## config.mk

```make
export PLATFORM = sky130hd
export DESIGN_NAME = fcoc_top
export DESIGN_NICKNAME = d
export VERILOG_FILES = /design/src/core/fcoc_pkg.sv /design/src/core/fcoc_clk_div.sv /design/src/core/fcoc_top.sv
export VERILOG_INCLUDE_DIRS = /design/src /design/src/core
export SDC_FILE = /design/constraint.sdc
export NUM_CORES = 1
export LEC_CHECK = 0
export BUFFER_PORTS_ARGS = -buffer_cell sky130_fd_sc_hd__buf_2
export CORE_ASPECT_RATIO = 1.25
export CORE_MARGIN = 4
export CORE_UTILIZATION = 30
export DETAILED_ROUTE_END_ITERATION = 6
export PLACE_DENSITY_LB_ADDON = 0.2
export SKIP_CTS_REPAIR_TIMING = 1
export SYNTH_ARGS = -nofsm -noshare
export SYNTH_HDL_FRONTEND = slang
export SYNTH_HIERARCHICAL = 1
export SYNTH_SLANG_ARGS = --single-unit
```

## constraint.sdc

```tcl
create_clock -name clk_sys -period 2.6 [get_ports clk_sys]
set_input_delay 0.26 -clock clk_sys [delete_from_list [all_inputs] [get_ports clk_sys]]
set_output_delay 0.26 -clock clk_sys [all_outputs]
set_load 0.01 [all_outputs]
```

## src/core/fcoc_defs.svh

```systemverilog
/*
  register offsets, field positions, reset values and timing constants
  of the flash clock and option control block.
  assumes byte addressing on a 32-bit avalon-mm slave port.
*/
`ifndef FCOC_DEFS_SVH
`define FCOC_DEFS_SVH

`define FCOC_OFS_CLKDIV 4'h0
`define FCOC_OFS_OPTIONS 4'h4
`define FCOC_OFS_KEY 4'h8
`define FCOC_OFS_STATUS 4'hc

`define FCOC_LOADED_BIT 7
`define FCOC_PRESCALE_BIT 6
`define FCOC_BACKDOOR_KEY_ENABLE_BIT 7
`define FCOC_NORED_BIT 6

`define FCOC_SEC_UNSECURED 2'h2
`define FCOC_PRESCALE_MAX 3'h7
`define FCOC_PRESCALE_SHIFT 4'h3
`define FCOC_KEY_LAST 3'h7
`define FCOC_RESET_WORD 32'h0

`endif

```

## src/core/fcoc_pkg.sv

```systemverilog
/*
  types of the flash clock and option control block.
  assumes nothing beyond a systemverilog compiler.
*/
package fcoc_pkg;

  typedef enum logic {FCOC_IDLE, FCOC_RUN} fcoc_op_state_t;

  typedef struct packed {
    logic [2:0] pre;
    logic [5:0] cnt;
    logic tick;
  } fcoc_div_st_t;

  typedef struct packed {
    logic ack;
    logic [31:0] rdata;
    logic loaded;
    logic prescale;
    logic [5:0] divisor;
    logic [7:0] options;
    logic [1:0] sec;
    logic [2:0] key_idx;
    logic key_ok;
    fcoc_op_state_t op;
    logic [7:0] op_left;
    logic op_done;
  } fcoc_st_t;

endpackage

```

## src/core/fcoc_clk_div.sv

```systemverilog
/*
  prescaler and divider that make the internal flash clock as a
  one-cycle enable on clk_sys.
  assumes its settings hold still while enable is high.
*/
`include "fcoc_defs.svh"

module fcoc_clk_div
  import fcoc_pkg::*;
(
  // clock and reset
  input wire logic clk_sys,
  input wire logic rst,
  // settings
  input wire logic enable,
  input wire logic prescale_by_eight,
  input wire logic [5:0] divisor,
  // flash clock enable
  output logic tick
);
  import fcoc_pkg::*;

  fcoc_div_st_t st_q;
  fcoc_div_st_t st_d;
  logic pre_tick;

  always_comb
  begin
    st_d = st_q;
    st_d.tick = 1'b0;
    pre_tick = !prescale_by_eight || st_q.pre == `FCOC_PRESCALE_MAX;
    if (rst || !enable)
    begin
      st_d = '0;
    end
    else
    begin
      st_d.pre = st_q.pre + 3'h1;
      if (pre_tick)
      begin
        if (st_q.cnt == divisor)
        begin
          st_d.cnt = 6'h0;
          st_d.tick = 1'b1;
        end
        else
        begin
          st_d.cnt = st_q.cnt + 6'h1;
        end
      end
    end
  end

  always_ff @(posedge clk_sys)
  begin
    st_q <= st_d;
  end

  assign tick = st_q.tick;

  // cycles since the previous tick, for the period check
  logic [9:0] gap_q;
  logic seen_q;
  logic [9:0] period_exp;

  assign period_exp = ({4'h0, divisor} + 10'h1)
    << (prescale_by_eight ? `FCOC_PRESCALE_SHIFT : 4'h0);

  always_ff @(posedge clk_sys)
  begin
    if (rst || !enable)
    begin
      gap_q <= 10'h0;
      seen_q <= 1'b0;
    end
    else if (st_q.tick)
    begin
      gap_q <= 10'h0;
      seen_q <= 1'b1;
    end
    else
    begin
      gap_q <= gap_q + 10'h1;
    end
  end
endmodule

```

## src/core/fcoc_top.sv

```systemverilog
/*
  flash clock and option control: write-once clock divider register,
  options loaded from the stored options byte at reset, backdoor key
  check, security state and flash operation gating.
  assumes an avalon-mm master on clk_sys and a flash array that gives
  the stored bytes as steady levels on clk_sys.
*/
// Local design decisions: the Avalon-MM interface to the registers and the placing of the registers.
`include "fcoc_defs.svh"

// Function
// - the loaded flag clears on reset, sets on the first divider write and is read-only.
// - erase and program operations are refused until the loaded flag is set.
// - prescale and divisor bits read any time and take only the first write.
// - prescale 0 feeds the bus clock to the divider, 1 feeds it divided by 8.
// - the flash clock is the prescaler output divided by divisor plus one.
// - each timing pulse is one flash clock cycle and operations use whole pulses.
// - every reset copies the stored options byte into the options register.
// - with key enable set, eight matching key bytes unsecure until reset.
// - key bytes written from the background debug interface are ignored.
// - the redirection disable bit turns vector redirection off.
// - the security field sets the state and secure blocks unsecured access.
// - a good key entry or blank check sets the unsecured code.
module fcoc_top
  import fcoc_pkg::*;
(
  // clock and reset
  input wire logic clk_sys,
  input wire logic rst,
  // avalon-mm slave
  input wire logic [3:0] avs_address,
  input wire logic avs_read,
  input wire logic avs_write,
  input wire logic [31:0] avs_writedata,
  input wire logic [3:0] avs_byteenable,
  output logic [31:0] avs_readdata,
  output logic avs_waitrequest,
  // source of the current bus access
  input wire logic bus_from_debug,
  // stored flash contents
  input wire logic [7:0] stored_options_byte,
  input wire logic [63:0] stored_backdoor_key,
  // flash operation control
  input wire logic flash_op_req,
  input wire logic [7:0] flash_op_pulses,
  input wire logic blank_check_ok,
  output logic flash_op_accept,
  output logic flash_op_busy,
  output logic flash_op_done,
  output logic flash_timing_pulse,
  // option and security state
  output logic divisor_loaded_flag,
  output logic backdoor_key_enable,
  output logic redirection_disable,
  output logic [1:0] security_state_field,
  output logic mem_access_block
);
  import fcoc_pkg::*;

  fcoc_st_t st_q;
  fcoc_st_t st_d;
  logic internal_flash_clock_tick;
  logic wr_go;
  logic clkdiv_wr;
  logic key_wr;
  logic key_wr_dbg;
  logic key_byte_ok;
  logic key_last_good;
  logic secure;

  fcoc_clk_div fcoc_clk_div_i (
    .clk_sys(clk_sys),
    .rst(rst),
    .enable(st_q.loaded),
    .prescale_by_eight(st_q.prescale),
    .divisor(st_q.divisor),
    .tick(internal_flash_clock_tick)
  );

  // a write takes effect in the cycle waitrequest is low
  assign wr_go = avs_write && st_q.ack && avs_byteenable[0];
  assign clkdiv_wr = wr_go && avs_address == `FCOC_OFS_CLKDIV;
  assign key_wr = wr_go && avs_address == `FCOC_OFS_KEY && !bus_from_debug
    && st_q.options[`FCOC_BACKDOOR_KEY_ENABLE_BIT] && secure;
  assign key_wr_dbg = wr_go && avs_address == `FCOC_OFS_KEY
    && bus_from_debug;
  assign key_byte_ok = avs_writedata[7:0]
    == stored_backdoor_key[{st_q.key_idx, 3'h0} +: 8];
  assign key_last_good = key_wr && st_q.key_idx == `FCOC_KEY_LAST
    && key_byte_ok && (st_q.key_ok || st_q.key_idx == 3'h0);
  assign secure = st_q.sec != `FCOC_SEC_UNSECURED;

  always_comb
  begin
    st_d = st_q;
    st_d.ack = (avs_read || avs_write) && !st_q.ack;
    st_d.op_done = 1'b0;
    if (avs_read && !st_q.ack)
    begin
      if (avs_address == `FCOC_OFS_CLKDIV)
      begin
        st_d.rdata = {24'h0, st_q.loaded, st_q.prescale, st_q.divisor};
      end
      else if (avs_address == `FCOC_OFS_OPTIONS)
      begin
        st_d.rdata = {24'h0, st_q.options[7:2], st_q.sec};
      end
      else if (avs_address == `FCOC_OFS_STATUS)
      begin
        st_d.rdata = {27'h0, st_q.key_idx, secure, st_q.op == FCOC_RUN};
      end
      else
      begin
        st_d.rdata = `FCOC_RESET_WORD;
      end
    end
    // only the first write lands; the flag ignores the data
    if (clkdiv_wr && !st_q.loaded)
    begin
      st_d.loaded = 1'b1;
      st_d.prescale = avs_writedata[`FCOC_PRESCALE_BIT];
      st_d.divisor = avs_writedata[5:0];
    end
    // options register has no write path
    if (key_wr)
    begin
      st_d.key_idx = st_q.key_idx + 3'h1;
      st_d.key_ok = key_byte_ok && (st_q.key_ok || st_q.key_idx == 3'h0);
      if (key_last_good)
      begin
        st_d.sec = `FCOC_SEC_UNSECURED;
      end
    end
    if (blank_check_ok)
    begin
      st_d.sec = `FCOC_SEC_UNSECURED;
    end
    case (st_q.op)
      FCOC_IDLE:
      begin
        if (flash_op_accept)
        begin
          st_d.op = FCOC_RUN;
          st_d.op_left = flash_op_pulses;
        end
      end
      FCOC_RUN:
      begin
        if (internal_flash_clock_tick)
        begin
          st_d.op_left = st_q.op_left - 8'h1;
          if (st_q.op_left <= 8'h1)
          begin
            st_d.op = FCOC_IDLE;
            st_d.op_done = 1'b1;
          end
        end
      end
      default:
      begin
        st_d.op = FCOC_IDLE;
      end
    endcase
    if (rst)
    begin
      st_d = '0;
      st_d.op = FCOC_IDLE;
      st_d.options = stored_options_byte;
      st_d.sec = stored_options_byte[1:0];
    end
  end

  always_ff @(posedge clk_sys)
  begin
    st_q <= st_d;
  end

  assign avs_waitrequest = (avs_read || avs_write) && !st_q.ack;
  assign avs_readdata = st_q.rdata;
  assign flash_op_accept = flash_op_req && st_q.loaded
    && st_q.op == FCOC_IDLE;
  assign flash_op_busy = st_q.op == FCOC_RUN;
  assign flash_op_done = st_q.op_done;
  assign flash_timing_pulse = internal_flash_clock_tick && st_q.op == FCOC_RUN;
  assign divisor_loaded_flag = st_q.loaded;
  assign backdoor_key_enable = st_q.options[`FCOC_BACKDOOR_KEY_ENABLE_BIT];
  assign redirection_disable = st_q.options[`FCOC_NORED_BIT];
  assign security_state_field = st_q.sec;
  assign mem_access_block = secure;
endmodule

```

==> Yosys cells after proc, flatten, opt, wreduce, memory -nomap -nowiden <==
Index checks and enable logic that the tools add are counted.
{ "totals": {"word_cells": 82, "input_bits": 127, "ff_bits": 75, "out_inout_bits": 43} }
{ "op_classes": {"n_reduce_logical": 33, "shifts": 1, "n_eq_ne": 10, "bitwise_logic": 3, "addsub": 4, "n_mux": 15, "order_cmp": 1} }
{ "ops": {"columns": ["op", "n"], "rows": [
  ["$shiftx A64 B7 Y8", 1],
  ["$mux W32", 1],
  ["$pmux W9 S2", 1],
  ["$logic_and A1 B1 Y1", 17],
  ["$mux W16", 1],
  ["$mux W6", 2],
  ["$mux W10", 1],
  ["$mux W9", 1],
  ["$eq A4 B4 Y1 const B", 2],
  ["$eq A8 B8 Y1", 1],
  ["$le A8 B1 Y1 const B", 1],
  ["$mux W8", 1],
  ["$sub A8 B1 Y8 const B", 1],
  ["$add A3 B1 Y3 const B", 2],
  ["$add A6 B1 Y6 const B", 1],
  ["$eq A3 B3 Y1 const B", 2],
  ["$eq A6 B6 Y1", 1],
  ["$reduce_bool A3 Y1", 2],
  ["$mux W5", 1],
  ["$eq A4 B3 Y1 const B", 1],
  ["$logic_not A1 Y1", 4],
  ["$logic_not A4 Y1", 1],
  ["$logic_or A1 B1 Y1", 4],
  ["$mux W1", 4],
  ["8 further kinds", 13]
]} }

==> Depth between registers and ports, before layout <==
{ "depth": {"depth_word": 13, "ltp_mapped": 9, "depth_no_buf": 7} }

==> Hierarchy <==
The synthesis kept the hierarchy.
{ "modules_own_cells": {"columns": ["module", "cells_each", "area_each_um2", "instances", "seq_area_each_um2"], "rows": [
  ["fcoc_top", 274, 2645.0, 1, 860.8],
  ["fcoc_clk_div", 52, 524.3, 1, 200.2]
]} }

==> Least setup slack after synthesis <==
Ideal clock, no wire load.
{ "synth_timing": {"path_type": "register -> register", "start": "register st_q[12] in the netlist's numbering", "end": "register st_q, in the netlist security_state_field[0] (enable)", "period_less_slack_ps": 2695, "path_buffers": 1, "setup_ps": 315, "arrival_time_ps": 2380, "setup_slack_ps": -95, "stages_incl_launch_ff": 8, "required_time_ps": 2285, "path_cell_list": "dfxtp_1 > buf_6 > mux4_2 > mux2_4 > or4_4 > a2111oi_4 > nand4_1 > o21bai_1"} }
{ "synth_between": {"elab_chain_len": 6, "word_cells_on_any_way": 10, "classes_between": "2 x eq/ne; 1 x shift; 7 x reduce/logical"} }
{ "synth_rtl": {"columns": ["element", "line", "text"], "rows": [
  ["start, declared", "fcoc_top.sv:60", "fcoc_st_t st_q;"],
  ["start signal, assigned", "fcoc_top.sv:175", "st_q <= st_d;"],
  ["$shiftx A64 B7 Y8 / $eq A3 B3 Y1 (equally long branches)", null, null],
  ["$eq A8 B8 Y1 / $logic_and A1 B1 Y1 (equally long branches)", null, null],
  ["$logic_and A1 B1 Y1", "fcoc_top.sv:89", "assign key_last_good = key_wr && st_q.key_idx == `FCOC_KEY_LAST"],
  ["$logic_and A1 B1 Y1 (*)", "fcoc_top.sv:89", null],
  ["$reduce_bool A3 Y1 (no source line) (*)", null, null],
  ["$reduce_and A2 Y1 (no source line) (*)", null, null]
]} }
Mark *: on every way between the ends. The rest lies on a longest branch, timed or not.
A chain may end at the register's enable or synchronous reset.

==> Final worst setup path <==
{ "layout_timing": {"start": "register st_q[12] in the netlist's numbering", "end": "register st_q, in the netlist security_state_field[1] (enable)"} }
Same word-level chain as after synthesis.

==> results.cfg <==
[grt]
grt_max_degree = 26
grt_pass1_wl_mm = 12.9
grt_pass1_vias = 2594
grt_use_total_pct = 13.3
antenna_found_initial = 0
grt_overflow_total = 0

[logic_synthesis]
ys_seq_area_share_pct = 33.5
synth_largest_area_cell = dfxtp_1
yosysTopAreaCellShare_pct = 25.9
async_flop_share_pct = 0
netlist_area_sq_um = 3170
yosys_warnings = 6
synth_edf_count = 8
synth_ff_type = dfxtp_1
yosysUniqueCellTypes = 54
syn_avg_cell_area_sq_um = 9.72
synthCells = 326
ys_ff_latch = 49
synth_area_leaders = dfxtp_1, buf_4, edfxtp_1

[clock_tree]
htree_levels = 2
cts_tree = built
clkLatencyLatePin_ps = 290
clkTransAtPathRegs_ps = 70
clock_sinks = 49
numCtsBuffers = 5
clk_path_buf_depth = 2
cts_root_buf = clkbuf_16

[floorplanning]
row_count = 41
ios = 170
fp.coreArea_sq_um = 10200
dieArea_sq_um = 12300
die_h_microns = 123
start_util_pct = 31.0
die_x_microns = 99.9

[hold_path]
hp-class = input pin to flop
min_from = stored_options_byte[7]

[pwr]
switching_share_pct = 22.3
p_leak_uw = 0.00176
vdd_drop_max_uv = 265
finalPower_uw = 1740
p_int_uw = 1360
powerDensity_nw_per_um2 = 441
switchingPower_uw = 389
comb_power_share_pct = 13.0
power_frac_clock_pct = 41.2
pwr-share-seq_pct = 45.8

[finish]
final_nets = 575
syn_to_final_growth_pct = 24.8
drive_above_1_share_pct = 36.3
stdcell_count = 570
num_antenna_cells = 0

[setup_path]
cp_data_required_time_ps = 2600
start_kind = flop
cp_max_fo = 4
endpoint_kind = flop
worstSetupPathType = flop to flop
path_cells = mux4_2 -> mux2_4 -> or4_4 -> a2111oi_4 -> nand4_1 -> o21bai_2
cpLargestDelayFamily = multiplexers
crit_slowest_cell = mux4_2
crit_path_max_incr_delay_ps = 490
setup.worst_path.start = st_q[12]
cp.arrival_ps = 2610
crit_buf_inv = 0
rr_startpoint = st_q[12]

[route]
vias_per_cell = 4.80
wl_mm = 8.26
route.detailed.drc = 0
dr.pass1.iters = 4
num_vias = 2735
wl_per_cell_microns = 14.5
antenna_left = 0
drt-initial-drc-count = 77

[sta]
rsz0062_at_grt = true
finalHoldViolCount = 0
fin_crit_ps = 2620
worstMarginPinSlew_ps = 850
slew_viol_final = 0
fmax_mhz = 382
setup_viol = 2
clock-skew-final_ps = 11.5
setup_ws_ps = -17.8
max_slew_margin_pct = 42.9
min_period_over_period_pct = 101

[status]
status = finished, violations left
violations = setup timing

[place]
dp_hpwl_mm = 6.83
place_congestion = 0.762
place_inst = 562
numPortBuffers = 118

[job]
max_cap_viol_count = 0
==> metal layers <==
layer  up-vias  GRT usage, %  share of wire, %
met5         -             0                 0
met4         0          5.38               2.0
met3         8          2.60               9.6
met2       141          22.7                48
met1      1230          16.4                40
li1       1356             -                 -
==> kinds of logic after synthesis <==
logic type | share of synthesized area [%]
muxes | 19.9
DFF | 33.5
xor gates and xnor gates | 3.87
AOI/OAI and AO/OA | 11.3
buffers and inverters | 11.8
and+or+nand+nor | 16.4
adders and majority gates | 3.16
other | 0.118
==> cells in the mapped netlist (2+ instances only) <==
library cell  count
a221oi_1          7
inv_1            12
or2_2             2
o21ai_0           9
mux4_1            9
mux4_2            6
nand2b_1          3
xor2_1            7
ha_1              8
buf_4            34
buf_2             2
o31ai_1           3
clkbuf_1          8
nand4_1           2
nor2_1           35
buf_6             2
or4_1             4
nand2_1          24
o211ai_1          6
mux2i_1          21
edfxtp_1          8
nor4_1            4
o21bai_1          2
a21oi_1          14
xnor2_1           7
nand3_1           6
nor3_1            9
mux2_2            3
a2bb2oi_1         2
nor2b_1           2
a211oi_1          2
dfxtp_1          41
==> final timing paths <==
| path | endpoint | slack [ps] | cells past startpoint |
|---|---|---|---|
| worst max register to register | security_state_field[1] | -20 | 6 |
| worst max-delay path | security_state_field[1] | -20 | 6 |
| worst min-delay path | backdoor_key_enable | 140 | 1 |
| worst min register to register | fcoc_clk_div_i/st_q[7] | 430 | 1 |
==> placed cells by master, fill, tap and decap left out, types with 8 or more instances in the layout <==
master,n
nor3_1,9
mux4_1,8
ha_1,8
conb_1,24
inv_1,12
buf_2,118
mux2i_1,21
buf_4,12
o21ai_0,9
a21oi_1,14
edfxtp_1,8
dfxtp_1,40
nand2_1,24
nor2_1,35
==> power by group through the flow <==
stage	combinational [uW]	clock (uW)	sequential (uW)
6_report	226	719	799
5_1_grt	251	778	801
4_1_cts	229	737	801
3_5_place_dp	229	0	818
3_3_place_gp	225	0	818
2_1_floorplan	144	0	815
==> final cells by class <==
cell class                 instances  area (sq um)
clock buffer                       6           129
tap                              129           161
clock inverter                     2          33.8
fill                            1022          6250
multi-input combinational        239          1820
inverter                          14          52.6
timing repair buffer             131           692
sequential                        49          1060
==> state kept, by name, summed over array words and instances, names as in the netlist, 2 cells and up <==
| name | flops |
|---|---|
| st_q | 24 |
| avs_readdata | 8 |
| fcoc_clk_div_i/st_q | 9 |
| security_state_field | 2 |
==> metrics by stage <==
step                util, %  TNS (ps)  setup slack, ps  hold slack [ps]  area, sq um
floorplan                 -      -140            -70.1              359         3260
global placement       37.1      -235             -118              419         3780
detailed placement     37.1      -332             -166              423         3780
CTS                    38.7      -357             -178              142         3950
global route           38.7      -223             -112              137         3950
finish                 38.7     -35.5            -17.8              144         3950
(Power assumes the default switching activity.)
